File: src/adcsq_pkg.sv
// Shared constants, types and register layout of the conversion sequencer
package adcsq_pkg;

  // APB data width and register byte offsets
  localparam int          ADCSQ_DW          = 32;
  localparam logic [7:0]  OFS_MAIN_CTRL     = 8'h00;
  localparam logic [7:0]  OFS_COMMAND       = 8'h04;
  localparam logic [7:0]  OFS_ACCUM_CTRL    = 8'h08;
  localparam logic [7:0]  OFS_PRESC_CTRL    = 8'h0C;
  localparam logic [7:0]  OFS_DELAY_CTRL    = 8'h10;
  localparam logic [7:0]  OFS_SAMPLE_CTRL   = 8'h14;
  localparam logic [7:0]  OFS_EVENT_CTRL    = 8'h18;
  localparam logic [7:0]  OFS_INT_FLAGS     = 8'h1C;
  localparam logic [7:0]  OFS_RESULT        = 8'h20;

  // Field positions in main_control_register
  localparam int          BIT_ENABLE        = 0;
  localparam int          BIT_FREE_RUN      = 1;
  localparam int          BIT_LEFT_ADJUST   = 2;
  localparam int          BIT_DIFF_MODE     = 3;
  localparam int          BIT_RES10         = 4;
  // Single-bit fields elsewhere
  localparam int          BIT_START_CONV    = 0;
  localparam int          BIT_EVENT_START   = 0;
  localparam int          BIT_RESULT_READY  = 0;
  // Field positions in delay_control_register
  localparam int          POS_SAMP_DELAY    = 0;
  localparam int          POS_INIT_DELAY    = 8;

  // Reset values
  localparam logic [7:0]  RST_SAMP_LEN      = 8'h00;
  localparam logic [3:0]  RST_SAMP_DELAY    = 4'h0;
  localparam logic [7:0]  RST_INIT_DELAY    = 8'h00;
  localparam logic [3:0]  RST_PRESC         = 4'h0;
  localparam logic [2:0]  RST_ACCUM         = 3'h0;
  localparam logic [15:0] RST_RESULT        = 16'h0000;

  // Timing counts; conversion figure in half periods, sampling base in whole converter clocks
  localparam logic [9:0]  START_CYCLES      = 10'h001;
  localparam logic [9:0]  SAMPLE_BASE_ADC   = 10'h002;
  localparam logic [9:0]  CONV_HALF_TICKS   = 10'h01B;
  localparam logic [9:0]  FMT_CYCLES        = 10'h002;
  localparam int          ACCUM_FULL_LOG2   = 4;

  typedef enum logic [2:0] {ST_IDLE, ST_START, ST_INIT, ST_SAMPLE, ST_CONV, ST_FMT}
    adcsq_state_e;

  typedef struct packed {
    logic       enable;
    logic       free_run;
    logic       left_adjust;
    logic       diff_mode;
    logic       res10;
    logic       event_start;
    logic [2:0] accum_count;
    logic [3:0] presc;
    logic [3:0] samp_delay;
    logic [7:0] init_delay;
    logic [7:0] samp_length;
  } adcsq_cfg_s;

endpackage

File: src/adcsq_presc.sv
// Converter clock prescaler producing half-period enable pulses
module adcsq_presc
  import adcsq_pkg::*;
#(
  parameter int PW = 4
)(
  // Clock and reset
  input  wire logic          clk,
  input  wire logic          rst_n,
  // Control
  input  wire logic          run,
  input  wire logic [PW-1:0] div,
  // Half-period tick of the converter clock
  output logic               half_tick
);

  logic [PW-1:0] cnt_r;

  // Held cleared while idle so every conversion sees the same phase
  always_ff @(posedge clk or negedge rst_n)
  begin
    if (!rst_n)
    begin
      cnt_r     <= '0;
      half_tick <= 1'b0;
    end
    else if (!run)
    begin
      cnt_r     <= '0;
      half_tick <= 1'b0;
    end
    else if (cnt_r == div)
    begin
      cnt_r     <= '0;
      half_tick <= 1'b1;
    end
    else
    begin
      cnt_r     <= cnt_r + 1'b1;
      half_tick <= 1'b0;
    end
  end

endmodule

File: src/adcsq_top.sv
// Conversion sequencer with APB registers, accumulation and result formatting
// Function
// RULE1: Software starts conversion by writing start bit
// RULE2: Start-up phase lasts at most two cycles
// RULE3: Default sampling lasts two converter clocks
// RULE4: Conversion phase lasts 13.5 converter clocks
// RULE5: Two peripheral cycles of result formatting
// RULE6: Completion writes result, sets ready flag
// RULE7: Start bit stays set over all samples
// RULE8: One start-up, then per-sample sample/convert/format
// RULE9: Free-running restarts immediately after completion
// RULE10: Free-running flags every result, allows accumulation
// RULE11: Software stops free-run before changing settings
// RULE12: Sampling lasts two plus delay plus length
// RULE13: Delay and length count converter clocks
// RULE14: Init delay holds off sampling after enable
// RULE15: Result stored in 16-bit result register
// RULE16: Single-ended results are unsigned
// RULE17: Differential results sign-extended two's complement
// RULE18: Right adjust by default
// RULE19: Left adjust puts MSBs in high byte
// RULE20: Prescaler held reset while idle
// RULE21: Event rising edge starts conversion
// RULE22: Accumulator cleared at each new conversion
// RULE23: Over 16 samples, LSBs truncated to fit
//
// Chosen here: the register offsets and the APB interface to the registers.
module adcsq_top
  import adcsq_pkg::*;
(
  // Clock and reset
  input  wire logic        CLK,
  input  wire logic        RST_N,
  // APB slave
  input  wire logic        PSEL,
  input  wire logic        PENABLE,
  input  wire logic        PWRITE,
  input  wire logic [7:0]  PADDR,
  input  wire logic [31:0] PWDATA,
  output logic      [31:0] PRDATA,
  output logic             PREADY,
  output logic             PSLVERR,
  // Event system
  input  wire logic        EVENT_IN,
  output logic             RESULT_EVENT,
  // Analog core
  input  wire logic [11:0] ADC_CODE,
  output logic             SAMPLE_HOLD,
  output logic             CONVERTING,
  output logic             BUSY
);

  adcsq_cfg_s   cfg_r;
  adcsq_state_e state_r;
  logic [9:0]   cnt_r;
  logic [7:0]   smp_left_r;
  logic signed [19:0] acc_r;
  logic [15:0]  result_r;
  logic         ready_flag_r;
  logic         init_pend_r;
  logic         ev_meta_r;
  logic         ev_sync_r;
  logic         ev_prev_r;
  logic         half_tick;
  logic         wr_en;
  logic         rd_en;
  logic         start_req;
  logic         ev_rise;
  logic         phase_done;
  logic         last_sample;
  logic [9:0]   phase_len;

  // Sample-to-signed conversion for both resolutions and modes
  function automatic logic signed [19:0] to_sample(input logic [11:0] code,
                                                   input logic diff,
                                                   input logic res10);
    logic signed [19:0] v;
    v = '0;
    if (res10)
      v = diff ? {{10{code[11]}}, code[11:2]} : {10'h000, code[11:2]}; // RULE16 RULE17
    else
      v = diff ? {{8{code[11]}}, code} : {8'h00, code}; // RULE16 RULE17
    return v;
  endfunction

  // Truncation and adjustment of the accumulated sum into 16 bits
  function automatic logic [15:0] fmt_result(input logic signed [19:0] acc,
                                             input logic [2:0] n,
                                             input logic res10,
                                             input logic left);
    logic signed [19:0] t;
    logic [4:0]         width;
    logic [2:0]         shr;
    width = (res10 ? 5'd10 : 5'd12);
    shr   = '0;
    if (n > 3'(ACCUM_FULL_LOG2))
    begin
      shr   = n - 3'(ACCUM_FULL_LOG2); // RULE23
      width = width + 5'(ACCUM_FULL_LOG2);
    end
    else
      width = width + 5'(n);
    t = acc >>> shr;
    if (left)
      return t[15:0] << (5'd16 - width); // RULE19
    else
      return t[15:0]; // RULE18
  endfunction

  // APB access answers one cycle into the access phase
  assign wr_en = PSEL && PENABLE && PREADY && PWRITE;
  assign rd_en = PSEL && PENABLE && !PREADY && !PWRITE;

  always_ff @(posedge CLK or negedge RST_N)
  begin
    if (!RST_N)
      PREADY <= 1'b0;
    else
      PREADY <= PSEL && PENABLE && !PREADY;
  end

  always_ff @(posedge CLK or negedge RST_N)
  begin
    if (!RST_N)
    begin
      PRDATA  <= '0;
      PSLVERR <= 1'b0;
    end
    else if (PSEL && PENABLE && !PREADY)
    begin
      PRDATA  <= '0;
      PSLVERR <= 1'b0;
      if (PADDR == OFS_MAIN_CTRL)
      begin
        if (rd_en)
          PRDATA[4:0] <= {cfg_r.res10, cfg_r.diff_mode, cfg_r.left_adjust,
                          cfg_r.free_run, cfg_r.enable};
      end
      else if (PADDR == OFS_COMMAND)
      begin
        if (rd_en)
          PRDATA[BIT_START_CONV] <= BUSY; // RULE7
      end
      else if (PADDR == OFS_ACCUM_CTRL)
      begin
        if (rd_en)
          PRDATA[2:0] <= cfg_r.accum_count;
      end
      else if (PADDR == OFS_PRESC_CTRL)
      begin
        if (rd_en)
          PRDATA[3:0] <= cfg_r.presc;
      end
      else if (PADDR == OFS_DELAY_CTRL)
      begin
        if (rd_en)
        begin
          PRDATA[POS_SAMP_DELAY+:4] <= cfg_r.samp_delay;
          PRDATA[POS_INIT_DELAY+:8] <= cfg_r.init_delay;
        end
      end
      else if (PADDR == OFS_SAMPLE_CTRL)
      begin
        if (rd_en)
          PRDATA[7:0] <= cfg_r.samp_length;
      end
      else if (PADDR == OFS_EVENT_CTRL)
      begin
        if (rd_en)
          PRDATA[BIT_EVENT_START] <= cfg_r.event_start;
      end
      else if (PADDR == OFS_INT_FLAGS)
      begin
        if (rd_en)
          PRDATA[BIT_RESULT_READY] <= ready_flag_r;
      end
      else if (PADDR == OFS_RESULT)
      begin
        if (rd_en)
          PRDATA[15:0] <= result_r;
      end
      else
        PSLVERR <= 1'b1;
    end
    else
      PSLVERR <= 1'b0;
  end

  // Configuration registers
  always_ff @(posedge CLK or negedge RST_N)
  begin
    if (!RST_N)
    begin
      cfg_r             <= '0;
      cfg_r.accum_count <= RST_ACCUM;
      cfg_r.presc       <= RST_PRESC;
      cfg_r.samp_delay  <= RST_SAMP_DELAY;
      cfg_r.init_delay  <= RST_INIT_DELAY;
      cfg_r.samp_length <= RST_SAMP_LEN;
    end
    else if (wr_en)
    begin
      if (PADDR == OFS_MAIN_CTRL)
      begin
        cfg_r.enable      <= PWDATA[BIT_ENABLE];
        cfg_r.free_run    <= PWDATA[BIT_FREE_RUN];
        cfg_r.left_adjust <= PWDATA[BIT_LEFT_ADJUST];
        cfg_r.diff_mode   <= PWDATA[BIT_DIFF_MODE];
        cfg_r.res10       <= PWDATA[BIT_RES10];
      end
      else if (PADDR == OFS_ACCUM_CTRL)
        cfg_r.accum_count <= PWDATA[2:0];
      else if (PADDR == OFS_PRESC_CTRL)
        cfg_r.presc <= PWDATA[3:0];
      else if (PADDR == OFS_DELAY_CTRL)
      begin
        cfg_r.samp_delay <= PWDATA[POS_SAMP_DELAY+:4];
        cfg_r.init_delay <= PWDATA[POS_INIT_DELAY+:8];
      end
      else if (PADDR == OFS_SAMPLE_CTRL)
        cfg_r.samp_length <= PWDATA[7:0];
      else if (PADDR == OFS_EVENT_CTRL)
        cfg_r.event_start <= PWDATA[BIT_EVENT_START];
    end
  end

  // Event input crosses in from outside; edge taken after the second flop
  always_ff @(posedge CLK or negedge RST_N)
  begin
    if (!RST_N)
    begin
      ev_meta_r <= 1'b0;
      ev_sync_r <= 1'b0;
      ev_prev_r <= 1'b0;
    end
    else
    begin
      ev_meta_r <= EVENT_IN;
      ev_sync_r <= ev_meta_r;
      ev_prev_r <= ev_sync_r;
    end
  end

  assign ev_rise   = ev_sync_r && !ev_prev_r && cfg_r.event_start; // RULE21
  assign start_req = cfg_r.enable && (ev_rise ||
                     (wr_en && PADDR == OFS_COMMAND && PWDATA[BIT_START_CONV])); // RULE1

  // Init delay is owed once per enable
  always_ff @(posedge CLK or negedge RST_N)
  begin
    if (!RST_N)
      init_pend_r <= 1'b1;
    else if (!cfg_r.enable)
      init_pend_r <= 1'b1;
    else if (state_r == ST_INIT && phase_done)
      init_pend_r <= 1'b0; // RULE14
  end

  adcsq_presc #(
    .PW (4)
  ) u_presc (
    .clk       (CLK),
    .rst_n     (RST_N),
    .run       (BUSY && state_r != ST_START), // RULE20
    .div       (cfg_r.presc),
    .half_tick (half_tick)
  );

  // Phase lengths: converter phases in half ticks, others in clock cycles
  always_comb
  begin
    phase_len = START_CYCLES;
    case (state_r)
      ST_START:  phase_len = START_CYCLES; // RULE2
      ST_INIT:   phase_len = {1'b0, cfg_r.init_delay, 1'b0}; // RULE14
      ST_SAMPLE: phase_len = (SAMPLE_BASE_ADC + 10'(cfg_r.samp_delay)
                              + 10'(cfg_r.samp_length)) << 1; // RULE3 RULE12 RULE13
      ST_CONV:   phase_len = CONV_HALF_TICKS; // RULE4
      ST_FMT:    phase_len = FMT_CYCLES; // RULE5
      default:   phase_len = START_CYCLES;
    endcase
  end

  assign phase_done  = (state_r == ST_INIT || state_r == ST_SAMPLE || state_r == ST_CONV)
                       ? (half_tick && cnt_r + 10'h001 >= phase_len) || phase_len == '0
                       : (cnt_r + 10'h001 >= phase_len);
  assign last_sample = (smp_left_r == 8'h01);

  // Sequencer
  always_ff @(posedge CLK or negedge RST_N)
  begin
    if (!RST_N)
    begin
      state_r    <= ST_IDLE;
      cnt_r      <= '0;
      smp_left_r <= '0;
      acc_r      <= '0;
    end
    else if (!cfg_r.enable)
    begin
      state_r <= ST_IDLE;
      cnt_r   <= '0;
    end
    else
    begin
      case (state_r)
        ST_IDLE:
        begin
          cnt_r <= '0;
          if (start_req)
            state_r <= ST_START;
        end
        ST_START:
        begin
          acc_r      <= '0; // RULE22
          smp_left_r <= 8'h01 << cfg_r.accum_count;
          cnt_r      <= '0;
          if (phase_done)
            state_r <= init_pend_r ? ST_INIT : ST_SAMPLE; // RULE8 RULE14
        end
        ST_INIT, ST_SAMPLE, ST_CONV:
        begin
          if (phase_done)
          begin
            cnt_r   <= '0;
            state_r <= (state_r == ST_INIT) ? ST_SAMPLE :
                       (state_r == ST_SAMPLE) ? ST_CONV : ST_FMT;
          end
          else if (half_tick)
            cnt_r <= cnt_r + 10'h001;
        end
        ST_FMT:
        begin
          if (cnt_r == '0)
            acc_r <= acc_r + to_sample(ADC_CODE, cfg_r.diff_mode, cfg_r.res10);
          cnt_r <= cnt_r + 10'h001;
          if (phase_done)
          begin
            cnt_r      <= '0;
            smp_left_r <= smp_left_r - 8'h01;
            if (!last_sample)
              state_r <= ST_SAMPLE; // RULE8
            else if (cfg_r.free_run)
              state_r <= ST_START; // RULE9
            else
              state_r <= ST_IDLE;
          end
        end
        default: state_r <= ST_IDLE;
      endcase
    end
  end

  // Result register and completion event
  always_ff @(posedge CLK or negedge RST_N)
  begin
    if (!RST_N)
    begin
      result_r     <= RST_RESULT;
      RESULT_EVENT <= 1'b0;
    end
    else
    begin
      RESULT_EVENT <= 1'b0;
      if (state_r == ST_FMT && phase_done && last_sample)
      begin
        result_r     <= fmt_result(acc_r, cfg_r.accum_count, cfg_r.res10,
                                   cfg_r.left_adjust); // RULE6 RULE15
        RESULT_EVENT <= 1'b1; // RULE10
      end
    end
  end

  // Ready flag: write one clears, a completion in the same cycle wins
  always_ff @(posedge CLK or negedge RST_N)
  begin
    if (!RST_N)
      ready_flag_r <= 1'b0;
    else if (state_r == ST_FMT && phase_done && last_sample)
      ready_flag_r <= 1'b1; // RULE6 RULE10
    else if (wr_en && PADDR == OFS_INT_FLAGS && PWDATA[BIT_RESULT_READY])
      ready_flag_r <= 1'b0;
  end

  // Status outputs to the analog core and software
  always_ff @(posedge CLK or negedge RST_N)
  begin
    if (!RST_N)
    begin
      BUSY        <= 1'b0;
      SAMPLE_HOLD <= 1'b0;
      CONVERTING  <= 1'b0;
    end
    else
    begin
      // Stays high across every sample of a burst
      BUSY        <= cfg_r.enable && (start_req || (state_r != ST_IDLE &&
                     !(state_r == ST_FMT && phase_done && last_sample
                       && !cfg_r.free_run))); // RULE7
      // Raised on entry, so the pin is as wide as the sampling phase
      SAMPLE_HOLD <= cfg_r.enable && (state_r == ST_SAMPLE && !phase_done ||
                     phase_done && (state_r == ST_INIT ||
                     state_r == ST_START && !init_pend_r ||
                     state_r == ST_FMT && !last_sample)); // RULE3 RULE12
      CONVERTING  <= cfg_r.enable && (state_r == ST_CONV && !phase_done ||
                     state_r == ST_SAMPLE && phase_done);
    end
  end

endmodule

File: config.mk
export PLATFORM = sky130hd
export DESIGN_NAME = adcsq_top
export DESIGN_NICKNAME = d
export VERILOG_FILES = /design/src/adcsq_pkg.sv /design/src/adcsq_presc.sv /design/src/adcsq_top.sv
export SDC_FILE = /design/constraint.sdc
export NUM_CORES = 1
export LEC_CHECK = 0
export ABC_AREA = 1
export BUFFER_PORTS_ARGS = -buffer_cell sky130_fd_sc_hd__buf_2
export CAP_MARGIN = 20
export CORE_MARGIN = 2
export CORE_UTILIZATION = 45
export DETAILED_ROUTE_END_ITERATION = 10
export PLACE_DENSITY_LB_ADDON = 0.3
export RECOVER_POWER = 100
export SYNTH_ARGS = -nofsm -noshare
export SYNTH_HDL_FRONTEND = slang
export SYNTH_SLANG_ARGS = --single-unit
File: constraint.sdc
create_clock -name CLK -period 4.83 [get_ports CLK]
set_clock_uncertainty 0.2 [all_clocks]
set_input_delay 0.483 -clock CLK [delete_from_list [all_inputs] [get_ports CLK]]
set_output_delay 0.483 -clock CLK [all_outputs]
set_load 0.02 [all_outputs]
==> key figures, run 1 <==
Run status
  • Status: finished with violations
  • Failing checks: capacitance limit, slew limit

Drt
  • # DRC: 0
  • Wire per inst: about 15 microns
  • Drt pass-1 iters: 5
  • Initial DRC Count: roughly 710
  • Total Wirelength: 23.8 mm
  • Detail Route Antenna Nets: 0
  • Via-to-Cell Ratio: 5.33
  • Via count: 8570

Die
  • Placeable Area: 0.0194 sq mm
  • Initial Util: 0.456
  • IO Pins: 96
  • Chip width: around 140 microns
  • Die height: 144 microns
  • Site Rows: 51
  • Overall die area: 0.0208 sq mm

Synth
  • Top_reg_cell synth: dfrtp_1
  • Syn Inst Count: 1272
  • Syn avg cell area: about 7 sq um
  • Top cells by area, synth: dfrtp_1 (34%), nand2_1 (16%), nand3_1 (8.4%), ha_1 (6.2%), o21ai_0 (5.7%)
  • Yosys warns: 0
  • EDFF count, synth: 0
  • Yosys top cell area share: 0.340
  • Asr flop ratio synth: 1.00
  • Post-synthesis sequential area ratio: 0.342
  • Count leader, synth: nand2_1
  • Yosys top cell by area: dfrtp_1
  • Flops & latches, synth: 121
  • Top cells by count, synth: nand2_1 (374), nand3_1 (148), dfrtp_1 (120)
  • Synthesized cell area: ~0.009 sq mm
  • Distinct cells, synth: 54

Finish
  • Antenna cells: 0
  • # fillers: 1987
  • Layout Utilization: 0.510
  • Share of cells above drive strength 1: 0.0820
  • Multi-input gate area: 0.00509 sq mm
  • Nets@finish: approximately 1400
  • Area Overhead vs Synth: 11.8%
  • Area occupied by registers: 0.00303 sq mm

Pwr
  • Pwr/cell area: 251 mW/mm^2
  • Sw power: 633 uW
  • Peak VDD IR: 0.000240 V
  • Sequential power share: 0.412
  • Int Power: roughly 1800 uW
  • Comb power frac: 0.059
  • Switch share: 0.255
  • Leakage power: 0.00502 uW
  • Clock power share: 0.529

Clock tree
  • CTS root buffer: clkbuf_16
  • Clock Path Buffers: 2
  • Max H-tree Level: 4
  • Buffer count from post-CTS setup fixing: 0
  • CTS tree: done
  • Cts bufs inserted: 17
  • Clock latency at the later pin of the worst-skew pair: between 0.4 and 0.5 ns
  • Register clock-pin slew on the reported worst setup and hold paths: ~0.060 ns
  • CTS Sinks: about 120

Setup path
  • Worst path arrival time: 4.26 ns
  • Max Fanout on Critical Path: 17
  • Worst-path cell chain: inv_1, nand2_1, nor2_1, inv_1, a21oi_1, nor2_1, nand2_1, inv_1, o21ai_0, o22ai_1
  • Startpoint types: flip-flop
  • Top cell by count, worst path: inv_1
  • Max incr delay on CP: 0.99 ns
  • Critical path type: reg -> reg
  • CP endpoint kind: flip-flop
  • Buf/Inv on CP: 3
  • Worst Path Required: 4.97 ns
  • CP delay by family, top: simple AND/OR/NAND/NOR gates
  • Slowest stage cell, crit path: nor2_1

GRT
  • Overall routing resource usage: 0.234
  • Global route total overflow: 0
  • First-pass GRT wire length: 38.3 mm
  • Vias in the first global route: approximately 7600
  • Pin count of the biggest net entering global routing: 45
  • Initial antenna violation count: 0

Timing
  • Slew Limit Fails: 40
  • RSZ-0062 raised after global routing: no
  • Fin. Hold Viols: 0
  • Final Setup Violations: 0
  • Slew @ Worst Pin: approximately 2.1 ns
  • Period utilisation layout: 0.854
  • Fmax: 242 MHz
  • Relative slew slack: -0.406
  • Fin crit period: 4.12 ns
  • Setup_tns: 0 ns

Place
  • Gpl congestion: 0.958
  • DPL Wire Length: 18.1 mm
  • PortBufs: 63

Job
  • Max_cap viols: 1

Worst hold path
  • Hold Path Class: in -> reg
sequential cells by signal, summed over array words and instances, names as in the netlist, 3 cells and up:
signal / cells
cfg_r: 33
acc_r: 19
PRDATA: 16
result_r: 16
cnt_r: 10
smp_left_r: 8
u_presc.cnt_r: 4
state_r: 3
worst paths after layout:
path | to | cells past startpoint | from | slack, ns
max | acc_r[8] | 10 | state_r[1] | 0.71
min | cfg_r[6] | 2 | PWDATA[6] | 0.09
max reg2reg | acc_r[8] | 10 | state_r[1] | 0.71
min reg2reg | ev_sync_r | 0 | ev_meta_r | 0.16
max in group asynchronous | u_presc.cnt_r[1] | 3 | RST_N | 1.42
min in group asynchronous | cnt_r[8] | 2 | RST_N | 1.00
cells in the final DEF (no fill, tap or decap), drive strengths merged, types with 3 or more instances in the layout:
cell    instances
a31oi          14
conb           16
o22ai          12
o211ai         12
nand4          17
buf            42
clkinv          7
a21o            3
or2             3
a21oi          47
inv           133
xor2           12
o21ai         117
a21boi          3
a22o           11
nand3         150
nand2         379
fa              3
nor3            6
nor2          104
clkbuf         46
nand3b          3
dfrtp         120
ha             44
xnor2           8
mux2            8
nor4            4
cell families after synthesis:
kind of cell               synth area share
buffers and inverters                0.0864
other                              0.000424
DFF                                   0.342
muxes                                0.0102
adders and majority gates            0.0690
AOI/OAI and AO/OA                     0.149
and+or+nand+nor                       0.322
xor gates and xnor gates             0.0198
power by group through the flow:
stage | clock network [uW] | logic, uW | registers [uW]
finish | 1310 | 146 | 1020
CTS | 1320 | 149 | 1020
floorplan | 0 | 89.0 | 1040
detailed placement | 0 | 146 | 1040
global placement | 0 | 145 | 1040
global route | 1370 | 166 | 1020
cell type report:
| type | instances | share of cell area |
|---|---|---|
| well taps | 265 | 0.0335 |
| repair buffers | 72 | 0.0349 |
| inverters | 130 | 0.0493 |
| flip-flops and latches | 121 | 0.306 |
| clock inverters | 14 | 0.0166 |
| multi-input cells | 987 | 0.515 |
| clock buffers | 18 | 0.0444 |
stage by stage:
stage,cell area [sq um],cells,hold slack (ns),worst slack (ns),total power (uW)
finish,9890,1607,0.0851,0.705,2480
global route,9890,1607,0.0794,0.287,2560
CTS,9950,1607,0.0808,0.881,2500
detailed placement,9330,1573,0.157,0.904,1190
global placement,9330,1573,0.156,1.01,1190
floorplan,8900,1287,-0.0126,1.22,1130
what timing repair did:
action,in CTS,in global routing
endpoints found under the hold margin,38,0
hold buffers,2,0
gates resized for setup,0,0
endpoints found under the setup margin,0,0
layer usage:
| metal | routed length [microns] | GRT usage |
|---|---|---|
| met4 | 413 | 0.0659 |
| met1 | 11400 | 0.336 |
| met5 | 0 | 0 |
| met2 | 10400 | 0.365 |
| met3 | 1530 | 0.0427 |
worst register-to-register path: stages (launching register included):
cell     delay [ns]
dfrtp_1        0.50
inv_1          0.13
nand2_1        0.17
nor2_1         0.19
inv_1          0.32
a21oi_1        0.11
nor2_1         0.99
nand2_1        0.57
inv_1          0.48
o21ai_0        0.17
o22ai_1        0.19
Note: power is estimated with default switching activity, not from simulation.
==> run 2: changes to the inputs <==
ABC_AREA = 0   (was 1)
CORE_UTILIZATION = 35   (was 45)
==> key figures, run 2 <==
Pwr
  • Total Power: 2530 uW
  • Peak VDD IR: 0.000266 V
  • Leakage power: 0.00442 uW
  • Pwr/cell area: roughly 250 mW/mm^2

Setup path
  • Worst path arrival time: 4.66 ns
  • Reg-to-Reg Start: cfg_r[17]
  • Levels on crit path: 15
  • Worst Path Required: 4.96 ns
  • Worst r2r path cells: 15
  • Worst-path cell chain: inv_1, ha_1, inv_1, ha_1, fa_1, a21o_1, a2111oi_0, a211oi_1, ha_1, a21o_1, a2111oi_0, o31a_1, o22ai_4, or4b_1, a21oi_1
  • Buf/Inv on CP: 2
  • Max Fanout on Critical Path: 14
  • Top cell by count, worst path: ha_1
  • Critical path type: reg -> reg
  • Max incr delay on CP: 0.55 ns
  • CP delay by family, top: compound AO/OA/AOI/OAI gates
  • Setup crit start: cfg_r[17]
  • Slowest stage cell, crit path: or4b_1
  • Startpoint types: flip-flop
  • CP endpoint kind: flip-flop

Run status
  • Failing checks: capacitance limit, slew limit
  • Status: finished with violations

Die
  • Initial Util: 0.355
  • Overall die area: between 0.02 and 0.03 sq mm
  • Die height: 163 microns
  • IO Pins: between 90 and 100
  • Placeable Area: between 0.02 and 0.03 sq mm
  • Chip width: 163 microns
  • Site Rows: 58

Finish
  • Number of flip-flops in the largest register: 33
  • Most frequent cells in the layout: dfrtp_1 (120), nand2_1 (111), nor2_1 (82)
  • Share of cells above drive strength 1: 0.157
  • Largest Register: cfg_r
  • Antenna cells: 0
  • Area Overhead vs Synth: 13.6%
  • Nets@finish: 1153
  • Largest registers: cfg_r (33), acc_r (19)
  • Commonest non-fill, non-tap cell in the layout: dfrtp_1

Timing
  • Final Setup Violations: 0
  • Slew @ Worst Pin: ~2.4 ns
  • RSZ-0062 raised after global routing: no
  • Fin. Hold Viols: 0
  • Fin crit period: 4.54 ns
  • Slew Limit Fails: between 100 and 150
  • Setup_tns: 0 ns
  • Min Hold Slack: 0.100 ns
  • Period utilisation layout: 0.939
  • Relative slew slack: -0.598
  • Fmax: between 200 and 250 MHz

Clock tree
  • Cts bufs inserted: 17
  • Register clock-pin slew on the reported worst setup and hold paths: 0.06 ns
  • Max H-tree Level: 4
  • CTS root buffer: clkbuf_16
  • Clock Path Buffers: 2
  • Clock latency at the later pin of the worst-skew pair: 0.42 ns
  • Buffer count from post-CTS setup fixing: 0
  • CTS Sinks: 121
  • CTS tree: done

Job
  • Max_cap viols: 2

Synth
  • Yosys top cell by area: dfrtp_1
  • Top cells by count, synth: dfrtp_1 (120), nand2_1 (111), nor2_1 (82)
  • Syn avg cell area: 8.89 sq um
  • Synthesized cell area: 0.00888 sq mm
  • Yosys top cell area share: 0.338
  • Top cells by area, synth: dfrtp_1 (34%), mux2_2 (6.6%), ha_1 (6.2%), nand2_1 (4.7%), o21ai_0 (3.9%)
  • Post-synthesis sequential area ratio: 0.341
  • Flops & latches, synth: 121
  • Yosys warns: 0
  • EDFF count, synth: 0
  • Asr flop ratio synth: 1.00
  • Distinct cells, synth: 81
  • Count leader, synth: dfrtp_1
  • Syn Inst Count: 999
  • Top_reg_cell synth: dfrtp_1

Place
  • Gpl congestion: between 0.9 and 1
  • DPL Wire Length: 18.1 mm
  • PortBufs: 63

Drt
  • Detail Route Antenna Nets: 0
  • Initial DRC Count: between 500 and 600
  • # DRC: 0
  • Via-to-Cell Ratio: 5.52
  • Total Wirelength: 24.0 mm
  • Wire per inst: roughly 17 microns
  • Via count: 7673
  • Drt pass-1 iters: 7

Worst hold path
  • Min-Delay Startpoint: PWDATA[7]
  • Hold Path Depth: 2
  • Hold Path Class: in -> reg

GRT
  • Vias in the first global route: 7280
  • Overall routing resource usage: 0.186
  • Global route total overflow: 0
  • First-pass GRT wire length: between 30 and 40 mm
  • Initial antenna violation count: 0
  • Pin count of the biggest net entering global routing: 74
## run 2: layer usage
metal	GRT usage	vias up	wire length [microns]	part of all wire
li1	-	3754	-	-
met1	0.270	3697	11800	0.49
met2	0.283	199	10600	0.44
met3	0.0264	23	1150	0.048
met4	0.0619	0	409	0.017
met5	0	-	0	0
## run 2: cell families after synthesis
logic type	synth area share
other cells	0.000422
fa+ha+maj	0.0688
compound gates	0.223
simple gates	0.174
mux	0.110
xor+xnor	0.0314
flops	0.341
buf+inv	0.0510
## run 2: what timing repair did
action / 4_1_cts / 5_1_grt
setup endpoints to repair: 0 / 20
hold endpoints to repair: 6 / 0
resized for setup: 0 / 3
hold buffers: 2 / 0
## run 2: power breakdown
part           switching (uW)  internal, uW
Combinational             103          54.2
Clock                     475           875
Sequential               4.57          1020
## run 2: metrics by stage
stage                     setup slack, ns  std cells  utilization  cell area [sq um]
after CTS                           0.127       1391        0.404              10100
after floorplan                     0.718       1014            -               8930
after global routing               0.0209       1391        0.403              10100
final                               0.293       1391        0.403              10100
after detailed placement            0.158       1357        0.379               9480
after global placement              0.274       1357        0.379               9480
## run 2: worst paths after layout
check                            end  slack, ns
max                         cnt_r[1]       0.29
min                         cfg_r[7]       0.10
max reg2reg                 cnt_r[1]       0.29
min reg2reg                ev_sync_r       0.16
max in group asynchronous   acc_r[8]       1.57
min in group asynchronous   cfg_r[6]       0.28
## run 2: cell type report
class / count / area, sq um
clock buffers: 20 / 447
clock inverters: 12 / 174
fillers: 2541 / 15000
inverters: 33 / 124
multi-input cells: 791 / 5470
flip-flops and latches: 121 / 3030
well taps: 330 / 413
repair buffers: 84 / 432
## run 2: worst reg2reg max path: cells and delay by family (launching register included)
| kind | cells | cell delay [ns] |
|---|---|---|
| flip-flops | 1 | 0.37 |
| buffers and inverters | 2 | 0.10 |
| AO/OA/AOI/OAI | 8 | 1.99 |
| AND/OR/NAND/NOR | 1 | 0.55 |
| adder cells (fa/ha/maj) | 4 | 1.24 |
